**src/rtl/tmrpw_pkg.sv**
```systemverilog
// constants, register map and types for the one-shot / pwm timer
package tmrpw_pkg;
   localparam int          CNT_W        = 16;
   localparam int          NCH          = 4;
   localparam int          APB_AW       = 8;
   localparam int          DATA_W       = 32;
   localparam int          MODE_W       = 3;
   localparam int          AUX_W        = 8;
   // register byte offsets
   localparam logic [7:0]  ADDR_CTRL    = 8'h00;
   localparam logic [7:0]  ADDR_IOC2    = 8'h04;
   localparam logic [7:0]  ADDR_OPT     = 8'h08;
   localparam logic [7:0]  ADDR_CNT     = 8'h0C;
   localparam logic [7:0]  ADDR_CMP0    = 8'h10;
   localparam logic [7:0]  ADDR_CMP3    = 8'h1C;
   localparam logic [7:0]  ADDR_STAT    = 8'h20;
   localparam int          CMP_SHIFT    = 2;
   // control field positions
   localparam int          CTRL_MODE_LO = 0;
   localparam int          CTRL_MODE_HI = 2;
   localparam int          CTRL_EN_BIT  = 7;
   localparam int          CTRL_SWT_BIT = 8;
   localparam int          CTRL_EDG_BIT = 9;
   // status field positions
   localparam int          STAT_ARM_BIT = 0;
   localparam int          STAT_ST_LO   = 1;
   localparam int          STAT_ST_HI   = 2;
   // mode encodings
   localparam logic [2:0]  MODE_ONESHOT = 3'h3;
   localparam logic [2:0]  MODE_PWM     = 3'h4;
   // counter values and reset values
   localparam logic [15:0] CNT_MAX      = 16'hFFFF;
   localparam logic [15:0] CNT_ZERO     = 16'h0000;
   localparam logic [15:0] CNT_ONE      = 16'h0001;
   localparam logic [15:0] CMP_RST      = 16'h0000;
   localparam logic [7:0]  AUX_RST      = 8'h00;
   localparam logic [31:0] RD_ZERO      = 32'h00000000;

   // gray coded along idle -> wait -> run
   typedef enum logic [1:0] {
      TMRPW_IDLE = 2'h0,
      TMRPW_WAIT = 2'h1,
      TMRPW_RUN  = 2'h3
   } tmrpw_state_t;
endpackage

```
**src/rtl/tmrpw_ch_if.sv**
```systemverilog
// link between the timer core and one compare channel
`timescale 1ns/1ps
interface tmrpw_ch_if;
   logic        wr_en;
   logic [15:0] wr_data;
   logic        load;
   logic [15:0] reg_val;
   logic [15:0] shadow_val;

   modport core (output wr_en, output wr_data, output load,
                 input reg_val, input shadow_val);
   modport chan (input wr_en, input wr_data, input load,
                 output reg_val, output shadow_val);
endinterface

```
**src/rtl/tmrpw_compare_chan.sv**
```systemverilog
// one compare register with its shadow copy
`timescale 1ns/1ps
module tmrpw_compare_chan
   import tmrpw_pkg::*;
(
   input  wire logic  pclk,
   input  wire logic  presetn,
   tmrpw_ch_if.chan   ch
);
   logic [15:0] next_reg;
   logic [15:0] next_shadow;
   logic [15:0] cmp_reg;
   logic [15:0] cmp_shadow;

   // shadow takes the old register value when a write and a load collide
   always_comb begin
      next_reg    = ch.wr_en ? ch.wr_data : cmp_reg;
      next_shadow = ch.load ? cmp_reg : cmp_shadow;
   end

   // register and shadow storage
   always_ff @(posedge pclk or negedge presetn) begin
      if (!presetn) begin
         cmp_reg    <= CMP_RST;
         cmp_shadow <= CMP_RST;
      end else begin
         cmp_reg    <= next_reg;
         cmp_shadow <= next_shadow;
      end
   end

   assign ch.reg_val    = cmp_reg;
   assign ch.shadow_val = cmp_shadow;
endmodule

```
**src/rtl/tmrpw_trig_sync.sv**
```systemverilog
// trigger pin synchroniser and edge detector
`timescale 1ns/1ps
module tmrpw_trig_sync (
   input  wire logic pclk,
   input  wire logic presetn,
   input  wire logic trig_pin,
   input  wire logic fall_edge,
   output logic      trig_pulse
);
   logic sync_a;
   logic sync_b;
   logic sync_old;
   logic next_pulse;

   // edge seen only on the second stage and its delayed copy
   always_comb begin
      next_pulse = fall_edge ? (sync_old & ~sync_b) : (~sync_old & sync_b);
   end

   // two-stage synchroniser, history and pulse register
   always_ff @(posedge pclk or negedge presetn) begin
      if (!presetn) begin
         sync_a     <= 1'b0;
         sync_b     <= 1'b0;
         sync_old   <= 1'b0;
         trig_pulse <= 1'b0;
      end else begin
         sync_a     <= trig_pin;
         sync_b     <= sync_a;
         sync_old   <= sync_b;
         trig_pulse <= next_pulse;
      end
   end
endmodule

```
**src/rtl/tmrpw_timer.sv**
```systemverilog
// 16-bit timer with one-shot pulse and pwm output modes, apb register port
`timescale 1ns/1ps
//
// Function
// [RULE1] software reads the live 16-bit count any time, read only
// [RULE2] one-shot: output k delayed D_k clocks, active D_0-D_k+1 clocks
// [RULE3] one-shot: no pulse on a channel whose compare exceeds channel 0
// [RULE4] second io control and option registers have no effect in either mode
// [RULE5] software stops the counter before lowering compare values in one-shot
// [RULE6] one-shot compares new values at once; past value means wrap and continue
// [RULE7] one-shot: match k raises irq k, sets output; match 0 ends pulse, stops
// [RULE8] one-shot: irq k pulses in the very cycle of the match
// [RULE9] pwm mode 100 plus enable: counter FFFF to 0000, pwm on channels 1-3
// [RULE10] pwm: output 0 toggles every pwm cycle
// [RULE11] pwm: cycle D_0+1 clocks, active width D_k clocks
// [RULE12] pwm: new compare values apply only at the clear on channel 0 match; code also loads all shadows when pwm starts from idle
// [RULE13] pwm: irq 0 with the clear step, irq k in the match cycle
// [RULE14] pwm: shadows load at the next clear only after channel 1 is written
// [RULE15] software writes compare 1 last; cycle change rewrites compare 1 too
// [RULE16] duty change of channel 1 alone needs only compare 1 written
// [RULE17] no compare write after compare 1 until irq 0 has occurred
// [RULE18] mode field 011 selects one-shot pulse mode
// [RULE19] one-shot starts on trigger pin edge or software trigger bit
// [RULE20] one-shot ignores triggers while a pulse is running
// [RULE21] after a one-shot pulse counter goes to FFFF, stops, awaits trigger
// [RULE22] counter steps on each count tick while running, holds when disabled
module tmrpw_timer
   import tmrpw_pkg::*;
(
   input  wire logic                     pclk,
   input  wire logic                     presetn,
   input  wire logic                     psel,
   input  wire logic                     penable,
   input  wire logic                     pwrite,
   input  wire logic [tmrpw_pkg::APB_AW-1:0] paddr,
   input  wire logic [tmrpw_pkg::DATA_W-1:0] pwdata,
   output logic      [tmrpw_pkg::DATA_W-1:0] prdata,
   output logic                          pready,
   output logic                          pslverr,
   input  wire logic                     count_tick,
   input  wire logic                     ext_trigger,
   output logic                          output_channel_0,
   output logic      [tmrpw_pkg::NCH-1:1] output_channel_k,
   output logic                          match_irq_0,
   output logic      [tmrpw_pkg::NCH-1:1] match_irq_k
);
   import tmrpw_pkg::*;

   tmrpw_ch_if ch [NCH] ();

   logic [MODE_W-1:0] mode_select_field;
   logic              count_enable_bit;
   logic              fall_edge;
   logic [AUX_W-1:0]  io_control_second;
   logic [AUX_W-1:0]  option_settings;
   logic [MODE_W-1:0] next_mode;
   logic              next_enable;
   logic              next_fall;
   logic [AUX_W-1:0]  next_ioc2;
   logic [AUX_W-1:0]  next_opt;
   logic [DATA_W-1:0] next_prdata;
   logic              next_slverr;

   logic              acc;
   logic              wr_acc;
   logic              soft_trigger_bit;
   logic [NCH-1:0]    cmp_wr;
   logic [15:0]       cmp_reg    [NCH];
   logic [15:0]       cmp_shadow [NCH];
   logic [15:0]       cmp_eff    [NCH];

   tmrpw_state_t      state;
   tmrpw_state_t      next_state;
   logic [CNT_W-1:0]  cnt;
   logic [CNT_W-1:0]  next_cnt;
   logic [CNT_W-1:0]  nc;
   logic              armed;
   logic              next_armed;
   logic              pend;
   logic              next_pend;
   logic              load_all;
   logic              next_out0;
   logic [NCH-1:1]    next_outk;
   logic              next_irq0;
   logic [NCH-1:1]    next_irqk;
   logic              trig_pulse;
   logic              trig_now;
   logic              mode_os;
   logic              mode_pwm;
   logic              step;

   // zero-wait slave: every access phase completes at once
   assign pready = 1'b1;
   assign acc    = psel & penable;
   assign wr_acc = acc & pwrite;
   assign soft_trigger_bit = wr_acc & (paddr == ADDR_CTRL) & pwdata[CTRL_SWT_BIT];

   tmrpw_trig_sync u_trig (
      .pclk       (pclk),
      .presetn    (presetn),
      .trig_pin   (ext_trigger),
      .fall_edge  (fall_edge),
      .trig_pulse (trig_pulse)
   );

   // one compare channel per index, channel 0 sets the cycle
   genvar gi;
   generate
      for (gi = 0; gi < NCH; gi++) begin : g_ch
         assign cmp_wr[gi]        = wr_acc &
                                    (paddr == ADDR_CMP0 + APB_AW'(gi << CMP_SHIFT));
         assign ch[gi].wr_en      = cmp_wr[gi];
         assign ch[gi].wr_data    = pwdata[CNT_W-1:0];
         assign ch[gi].load       = load_all;
         assign cmp_reg[gi]       = ch[gi].reg_val;
         assign cmp_shadow[gi]    = ch[gi].shadow_val;
         // the compare seen by the next count, load included
         assign cmp_eff[gi]       = load_all ? ch[gi].reg_val : ch[gi].shadow_val;
         tmrpw_compare_chan u_chan (
            .pclk    (pclk),
            .presetn (presetn),
            .ch      (ch[gi].chan)
         );
      end
   endgenerate

   // control and auxiliary register writes
   always_comb begin
      next_mode   = mode_select_field;
      next_enable = count_enable_bit;
      next_fall   = fall_edge;
      next_ioc2   = io_control_second;
      next_opt    = option_settings;
      if (wr_acc && paddr == ADDR_CTRL) begin
         next_mode   = pwdata[CTRL_MODE_HI:CTRL_MODE_LO];
         next_enable = pwdata[CTRL_EN_BIT];
         next_fall   = pwdata[CTRL_EDG_BIT];
      end else if (wr_acc && paddr == ADDR_IOC2) begin
         next_ioc2 = pwdata[AUX_W-1:0];
      end else if (wr_acc && paddr == ADDR_OPT) begin
         next_opt = pwdata[AUX_W-1:0];
      end
   end

   // read data captured in the setup cycle, ready in the access cycle
   always_comb begin
      next_prdata = RD_ZERO;
      next_slverr = 1'b0;
      if (paddr == ADDR_CTRL) begin
         next_prdata[CTRL_MODE_HI:CTRL_MODE_LO] = mode_select_field;
         next_prdata[CTRL_EN_BIT]               = count_enable_bit;
         next_prdata[CTRL_EDG_BIT]              = fall_edge;
      end else if (paddr == ADDR_IOC2) begin
         next_prdata[AUX_W-1:0] = io_control_second; // RULE4
      end else if (paddr == ADDR_OPT) begin
         next_prdata[AUX_W-1:0] = option_settings; // RULE4
      end else if (paddr == ADDR_CNT) begin
         next_prdata[CNT_W-1:0] = cnt; // RULE1
         next_slverr            = pwrite;
      end else if (paddr >= ADDR_CMP0 && paddr <= ADDR_CMP3 && paddr[1:0] == 2'h0) begin
         next_prdata[CNT_W-1:0] = cmp_reg[paddr[CMP_SHIFT+1:CMP_SHIFT]];
      end else if (paddr == ADDR_STAT) begin
         next_prdata[STAT_ARM_BIT]            = armed;
         next_prdata[STAT_ST_HI:STAT_ST_LO]   = state;
      end else begin
         next_slverr = 1'b1;
      end
   end

   // register file and bus answer flops
   always_ff @(posedge pclk or negedge presetn) begin
      if (!presetn) begin
         mode_select_field <= MODE_ONESHOT ^ MODE_ONESHOT;
         count_enable_bit  <= 1'b0;
         fall_edge         <= 1'b0;
         io_control_second <= AUX_RST;
         option_settings   <= AUX_RST;
         prdata            <= RD_ZERO;
         pslverr           <= 1'b0;
      end else begin
         mode_select_field <= next_mode;
         count_enable_bit  <= next_enable;
         fall_edge         <= next_fall;
         io_control_second <= next_ioc2;
         option_settings   <= next_opt;
         if (psel && !penable) begin
            prdata  <= pwrite ? RD_ZERO : next_prdata;
            pslverr <= next_slverr;
         end
      end
   end

   // counter, mode sequencing, outputs and match pulses
   always_comb begin
      mode_os    = (mode_select_field == MODE_ONESHOT); // RULE18
      mode_pwm   = (mode_select_field == MODE_PWM);
      trig_now   = trig_pulse | soft_trigger_bit; // RULE19
      next_state = state;
      next_cnt   = cnt;
      nc         = cnt;
      step       = 1'b0;
      load_all   = 1'b0;
      next_pend  = 1'b0;
      next_out0  = output_channel_0;
      next_outk  = output_channel_k;
      next_irq0  = 1'b0;
      next_irqk  = '0;
      case (state)
         TMRPW_IDLE: begin
            next_out0 = 1'b0;
            next_outk = '0;
            if (count_enable_bit && (mode_os || mode_pwm)) begin
               next_state = TMRPW_WAIT;
               next_cnt   = CNT_MAX; // RULE9
               load_all   = mode_pwm; // pwm starts from fresh shadows
            end
         end
         TMRPW_WAIT: begin
            next_cnt = CNT_MAX; // RULE21
            if (mode_os) begin
               // a trigger may land before the next count tick
               next_pend = ~count_tick & (pend | trig_now);
               step      = count_tick & (pend | trig_now);
            end else begin
               step = count_tick;
            end
            if (step) begin
               nc         = CNT_ZERO; // RULE9
               next_state = TMRPW_RUN;
               next_out0  = mode_os ? 1'b1 : output_channel_0;
            end
         end
         default: begin // run; triggers here are never looked at
            if (count_tick) begin // RULE20
               step = 1'b1;
               if (mode_os && cnt == cmp_reg[0]) begin
                  // pulse done: stop at the top and wait again
                  step       = 1'b0;
                  next_cnt   = CNT_MAX; // RULE21
                  next_state = TMRPW_WAIT;
                  next_out0  = 1'b0;
                  next_outk  = '0; // RULE7
                  next_irq0  = 1'b1; // RULE7
               end else if (mode_pwm && cnt == cmp_shadow[0]) begin
                  nc        = CNT_ZERO; // RULE12
                  load_all  = armed; // RULE14
                  next_irq0 = 1'b1; // RULE13
                  next_out0 = ~output_channel_0; // RULE10
               end else begin
                  nc = cnt + CNT_ONE; // RULE22 RULE6
               end
            end
         end
      endcase
      // channel outputs follow the count that is about to be shown
      if (step) begin
         next_cnt = nc;
         for (int k = 1; k < NCH; k++) begin
            if (mode_os) begin
               // live register compare, no shadow in one-shot
               if (nc == cmp_reg[k] && cmp_reg[k] <= cmp_reg[0]) begin // RULE3 RULE6
                  next_outk[k] = 1'b1; // RULE2 RULE7
                  next_irqk[k] = 1'b1; // RULE8
               end
            end else begin
               next_outk[k] = ({1'b0, nc} < {1'b0, cmp_eff[k]}); // RULE11
               next_irqk[k] = (nc == cmp_eff[k]); // RULE13
            end
         end
      end
      // leaving the enabled modes holds the count and drops the outputs
      if (!count_enable_bit || !(mode_os || mode_pwm)) begin
         next_state = TMRPW_IDLE;
         next_cnt   = cnt; // RULE22
         next_out0  = 1'b0;
         next_outk  = '0;
         next_irq0  = 1'b0;
         next_irqk  = '0;
         next_pend  = 1'b0;
         load_all   = 1'b0;
      end
      // a compare 1 write in the load cycle keeps the transfer armed
      next_armed = cmp_wr[1] | (armed & ~load_all); // RULE14
   end

   // sequencer state flops
   always_ff @(posedge pclk or negedge presetn) begin
      if (!presetn) begin
         state            <= TMRPW_IDLE;
         cnt              <= CNT_MAX;
         armed            <= 1'b0;
         pend             <= 1'b0;
         output_channel_0 <= 1'b0;
         output_channel_k <= '0;
         match_irq_0      <= 1'b0;
         match_irq_k      <= '0;
      end else begin
         state            <= next_state;
         cnt              <= next_cnt;
         armed            <= next_armed;
         pend             <= next_pend;
         output_channel_0 <= next_out0;
         output_channel_k <= next_outk;
         match_irq_0      <= next_irq0;
         match_irq_k      <= next_irqk;
      end
   end
endmodule

```
**config.mk**
```make
export PLATFORM = sky130hd
export DESIGN_NAME = tmrpw_timer
export DESIGN_NICKNAME = d
export VERILOG_FILES = /design/src/rtl/tmrpw_pkg.sv /design/src/rtl/tmrpw_ch_if.sv /design/src/rtl/tmrpw_compare_chan.sv /design/src/rtl/tmrpw_trig_sync.sv /design/src/rtl/tmrpw_timer.sv
export SDC_FILE = /design/constraint.sdc
export NUM_CORES = 1
export LEC_CHECK = 0
export ABC_CLOCK_PERIOD_IN_PS = 8730
export BUFFER_PORTS_ARGS = -buffer_cell sky130_fd_sc_hd__buf_2
export CORE_ASPECT_RATIO = 0.8
export CORE_MARGIN = 1
export CORE_UTILIZATION = 35
export CTS_BUF_LIST = sky130_fd_sc_hd__clkbuf_8
export DETAILED_ROUTE_END_ITERATION = 7
export GPL_TIMING_DRIVEN = 0
export PLACE_DENSITY = 0.52
export SLEW_MARGIN = 20
export SYNTH_ARGS = -nofsm -noshare
export SYNTH_HDL_FRONTEND = slang
export SYNTH_SLANG_ARGS = --single-unit
```
**constraint.sdc**
```tcl
create_clock -name pclk -period 8.73 [get_ports pclk]
set_input_delay 0 -clock pclk [delete_from_list [all_inputs] [get_ports pclk]]
set_output_delay 0 -clock pclk [all_outputs]
set_load 0.05 [all_outputs]
```
# Yosys cells after proc, flatten, opt, wreduce, memory -nomap -nowiden
# Index checks and enable logic that the tools add are counted.
[word_totals] ff_bits=214 output_inout_bits=42 input_bits=47 word_cells=205
[op_classes] muxes=89 eq_ne=23 bitwise=25 order_cmp=9 n_addsub=1 reduce_logical=31
[op_table] cell="two-way mux 16 bit" count=15
[op_table] cell="== test 16 bit" count=8
[op_table] cell="one-hot mux 16 bit (2 select lines)" count=2
[op_table] cell="less-or-equal comparator 16 bit" count=3
[op_table] cell="less-than comparator 16 bit" count=3
[op_table] cell="two-way mux 1 bit" count=45
[op_table] cell="binary-select mux 16 bit (select 2 bit)" count=1
[op_table] cell="== test 8 x 5 -> 1 bit, second input constant" count=4
[op_table] cell="two-way mux 8 bit" count=4
[op_table] cell="two-way mux 3 bit" count=9
[op_table] cell="adder 16 x 1 -> 16 bit, second input constant" count=1
[op_table] cell="== test 8 x 4 -> 1 bit, second input constant" count=2
[op_table] cell="nonzero test 4 bit" count=4
[op_table] cell="AND 1 bit" count=13
[op_table] cell="two-way mux 13 bit" count=1
[op_table] cell="logical AND 1 bit" count=12
[op_table] cell="AND reduction 4 bit" count=3
[op_table] cell="two-way mux 2 bit" count=5
[op_table] cell="inequality test 3 bit, second input constant" count=3
[op_table] cell="== test 8 x 3 -> 1 bit, second input constant" count=1
[op_table] cell="== test 8 x 6 -> 1 bit, second input constant" count=1
[op_table] cell="greater-or-equal comparator 8 x 5 -> 1 bit, second input constant" count=1
[op_table] cell="less-or-equal comparator 8 x 5 -> 1 bit, second input constant" count=1
[op_table] cell="logical NOT 8 bit" count=1
[op_table] cell="20 further kinds" count=35

# Logic depth before layout (Yosys ltp)
[logic_depth] ltp_word=17 mapped_depth=22 mapped_depth_nobuf=18

# Modules after synthesis
# Synthesis repeated with hierarchy kept, for this count alone.
[hier_totals] hier_cells=1345 hier_area_um2=14241.2
[by_module_without_submodules] module="tmrpw_timer" area_each_um2=8923.6 cells_each=1066 seq_area_each_um2=1671.6 instances=1
[by_module_without_submodules] module="tmrpw_compare_chan" area_each_um2=1298.7 cells_each=68 seq_area_each_um2=800.8 instances=4
[by_module_without_submodules] module="tmrpw_trig_sync" area_each_um2=122.6 cells_each=7 seq_area_each_um2=100.1 instances=1

# Worst setup path after synthesis
# Ideal clock, no wire load.
[synth_path] kind="register -> register" startpoint="register cnt[3]" endpoint="register output_channel_k[1] in the netlist's numbering" path_buffers=4 stages_incl_launch_ff=22 setup_ns=0.078 arrival_ns=4.122 slack_ns=4.531 required_ns=8.652 cell_sequence="dfstp_2 > buf_2 > xor2_1 > nor4_2 > and4_1 > buf_4 > nand4_1 > a21oi_1 > clkbuf_1 > buf_2 > mux2i_1 > ha_1 > a21o_1 > a21o_1 > a21o_1 > a21o_1 > a211oi_1 > o21ai_0 > a21oi_1 > o21a_1 > a31oi_1 > a21oi_1"
[synth_via] elab_chain_len=12 word_cells_on_any_way=29 classes_between="add/sub (1); order compare (1); eq/ne (3); mux (21); reduce/logical (3)"
[synth_rtl] item="start, declared" line="tmrpw_timer.sv:74" rtl="logic [CNT_W-1:0] cnt;"
[synth_rtl] item="start signal, assigned" line="tmrpw_timer.sv:299" rtl="cnt <= next_cnt;"
[synth_rtl] item="parallel branches: the longest is 10 deep, another holds adder 16 x 1 -> 16 bit"
[synth_rtl] item="two-way mux 3 bit (*)" line="tmrpw_timer.sv:256" rtl="if (step) begin"
[synth_rtl] item="two-way mux 3 bit (*)" line="tmrpw_timer.sv:272" rtl="if (!count_enable_bit || !(mode_os || mode_pwm)) begin"
[synth_rtl] item="via next_outk (one bit)" line="tmrpw_timer.sv:83" rtl="logic [NCH-1:1] next_outk;"
[synth_rtl] item="end signal, assigned" line="tmrpw_timer.sv:303" rtl="output_channel_k <= next_outk;"
[synth_rtl] item="end, declared" line="tmrpw_timer.sv:43" rtl="output logic [tmrpw_pkg::NCH-1:1] output_channel_k,"
# Mark *: on every way through the listed nets, which the timed path passes.
# A chain may end at the register's enable or synchronous reset.

# Worst setup path after layout
[layout_path] startpoint="register cnt[7]" endpoint="register output_channel_k[1] in the netlist's numbering"
# The elaborated chain is that of the path after synthesis.

==> impl_results.md <==
- Number of enable flip-flop cells after synthesis: 0
- Actual slew at the worst max-slew pin: around 1.1 ns
- Non-Filler Instances: 2054
- Layout Skew: 0.0158 ns
- Count of buffers from port buffering: 53
- Highest clock rate: 170 MHz
- Depth of the CTS H-tree: 4
- Setup slack after placement: 3.00 ns
- Root buffer cell: clkbuf_8
- Core footprint: 38500 µm²
- Number of primary I/O pins: between 80 and 90
- Final Max Slew Viols: 0
- Via count of the first global-routing pass: 11845
- Ys flop type: dfrtp_1
- Total standard cell area after synthesis: 13800 µm²
- Number of vias per cell after detailed routing: 6.00
- Die outline area: between 40000 and 50000 µm²
- Capturing point of the worst reg2reg path: output_channel_k[1]
- Destination of the worst hold path: prdata[0]
- Fin Setup TNS: 0 ns
- Final hold violation count: 0
- Register-to-register setup slack: 2.85 ns
- Total design power: 1.80 mW
- Min-Delay Path Depth: 5
- Count of standard-cell rows: 64
- Clock-pin slew of the registers on the worst-case setup and hold paths: 0.11 ns
- Launch point of the worst reg-to-reg path: cnt[7]
- RSZ-0062 raised after global routing: false
- Final design area excluding fillers: 15500 µm²
- Shortest period the worst path allows: 5.88 ns
- Critical path launch point type: register
- Slack of the critical path: 2.85 ns
- Most frequent cells in the layout: dfrtp_1 (182), mux2_2 (103), ha_1 (94), inv_1 (83), nand2_1 (83)
- Min-delay worst type: in2reg
- Relative slew margins: 0.231
- Async SR Flop Fraction: 1.00
- Cell types occupying the most area after synthesis: dfrtp_1 (33%), ha_1 (8.5%), mux2_2 (8.4%)
- VDD IR max: approximately 0.084 mV
- Maximum number of pins on one net before global-route repair: 74
- Number of flip-flops and latches in the synthesized netlist: 198
- Max-capacitance violation count: 0
- Placed inst area: 14800 µm²
- Clock Latency Late Sink: 0.57 ns
- Y dimension of the die: 180 µm
- Total global-route track usage: 0.306
- Effective utilization at floorplan: 0.358
- Net count, final: about 1700
- Fraction of synthesized cell area taken by the top area cell type: 0.330
- Data required time of the worst path: roughly 9.2 ns
- Count of warnings emitted by yosys: 0
- Wire length of the first global-routing pass: 87200 µm
- Fraction of layout cells with a size suffix above 1: 0.199
- Worst Hold Margin: 0.0464 ns
- Initial antenna violation count: 7
- Number of distinct library cell variants in the gate-level netlist after synthesis: 89
- Num Clock Sinks: between 150 and 200
- Static Leak: 7.00 nW
- Length in cells of the worst reg-to-reg path: 19
- Half-perimeter wire length after placement: approximately 47000 µm
- Ratio of final minimum period to clock period: 0.674
- Maximum root-to-sink buffer count: 2
- Cell count after synthesis: 1400
- Antenna Nets Post-Route: 0
- Fraction of the core area covered by cells at the end of the flow: 0.404
- X dimension of the die: around 220 µm
- Critical path endpoint category: register
- Cell type with the highest aggregate area in the netlist: dfrtp_1
- Routability congestion estimate from global placement: 0.982
- First-pass detailed-route iteration total: 6
- Critical hold path startpoint: psel
- TritonCTS clock tree: yes
- Via Count: approximately 12000
- DRC viols: 0
- Sequential element share of the synthesized area: 0.361
- Pwr dens: 116 nW/µm²
- Worst EP arrival: 6.38 ns
- Worst-path maximum fanout: 10
- Inst Count DP: approximately 2000
- First DRT Iteration DRCs: about 1500
- Status: complete, no violations
- Antenna Cells: 0
- Crit Path Category: reg2reg
- Average instance area after synthesis: 9.85 µm²
- Congestion Overflow GR: 0
- Routed wire per std cell: between 20 and 30 µm
- Number of setup violations in the final report: 0
- Leading cell type in the layout, fill and taps excluded: dfrtp_1
- Clock buffers created by TritonCTS: 17
- Final Routed Wirelength: 61000 µm
- Layout area overhead: 12.7%
-- state kept, by name (all words and copies together) (netlist names), 3 cells and up --
| name | flops |
|---|---|
| mode_select_field | 3 |
| g_ch.u_chan.ch.shadow_val | 64 |
| option_settings | 8 |
| prdata | 16 |
| io_control_second | 8 |
| match_irq_k | 3 |
| g_ch.u_chan.ch.reg_val | 64 |
| cnt | 16 |
| output_channel_k | 3 |
-- final cells by class --
class                   instances  area (µm²)
flip-flops and latches        198        4970
repair buffers                 80         581
well taps                     528         661
inverters                      83         312
plain buffers                  98         526
clock buffers                  17         234
clock inverters                14         215
fillers                      3837       23000
multi-input cells            1036        8040
-- timing repair --
| item | 4_1_cts | 5_1_grt |
|---|---|---|
| hold endpoints to repair | 278 | 0 |
| setup endpoints to repair | 0 | 0 |
| buffers inserted | 0 | 0 |
| gates resized for setup | 0 | 0 |
| hold buffers | 25 | 0 |
-- worst max-delay path: stages (launching register included) --
cell      delay, ns
dfstp_2        0.53
buf_2          0.23
xnor2_1        0.19
nand4b_1       0.15
nor3_1         0.76
nand4_1        0.17
a21oi_1        0.56
clkbuf_1       0.44
buf_1          0.87
mux2i_1        0.35
ha_1           0.28
a21o_1         0.18
a21oi_1        0.12
o21ai_0        0.18
a21oi_1        0.18
o21ai_0        0.11
a21oi_1        0.18
o21a_1         0.14
a31oi_1        0.04
a21oi_1        0.17
-- logic make-up (layout without fill, tap and decap cells) --
| group | Yosys count | after routing | synth area share |
|---|---|---|---|
| AO/OA/AOI/OAI | 323 | 323 | 0.162 |
| XOR/XNOR | 53 | 53 | 0.0337 |
| adder cells (fa/ha/maj) | 94 | 94 | 0.0853 |
| buffers and inverters | 181 | 292 | 0.0607 |
| flip-flops | 198 | 198 | 0.361 |
| multiplexers | 167 | 167 | 0.145 |
| other | 2 | 17 | 0.000544 |
| AND/OR/NAND/NOR | 382 | 382 | 0.152 |
-- where the power goes --
group | switching, mW | total (mW) | internal (mW)
combinational | 0.104 | 0.157 | 0.0528
sequential | 0.0160 | 0.940 | 0.924
clock | 0.389 | 0.707 | 0.318
total | 0.509 | 1.80 | 1.30
-- per-layer routing --
metal  GRT usage  wire (µm)
met4      0.0885       1480
met1       0.451      28600
met3      0.0919       5710
met2       0.427      25200
met5           0         10
-- how the worst max path moves through the flow --
stage	from	end	cells past startpoint
finish	cnt[7]	output_channel_k[1]	19
global route	cnt[7]	output_channel_k[2]	19
CTS	cnt[12]	output_channel_k[2]	19
detailed placement	cnt[7]	output_channel_k[2]	19
global placement	cnt[7]	output_channel_k[1]	19
floorplan	cnt[3]	output_channel_k[1]	21
-- cell usage after synthesis, types with 11 or more instances --
| cell type | instances |
|---|---|
| o22a_1 | 14 |
| o22ai_1 | 11 |
| mux4_2 | 16 |
| nand3_1 | 38 |
| o21ai_0 | 69 |
| a21o_1 | 25 |
| mux2i_1 | 48 |
| and4_1 | 13 |
| mux2_2 | 103 |
| nor2b_1 | 19 |
| nor3_1 | 33 |
| and3_1 | 15 |
| dfrtp_1 | 182 |
| nand4_1 | 33 |
| xnor2_1 | 16 |
| nand2_1 | 83 |
| a22oi_1 | 12 |
| clkbuf_1 | 43 |
| buf_2 | 22 |
| a21oi_1 | 70 |
| a31oi_1 | 11 |
| nor4_1 | 12 |
| xor2_1 | 37 |
| a211oi_1 | 12 |
| buf_4 | 22 |
| nor2_1 | 64 |
| ha_1 | 94 |
| inv_1 | 83 |
| dfstp_2 | 16 |
Power figures use the tool's default switching activity.
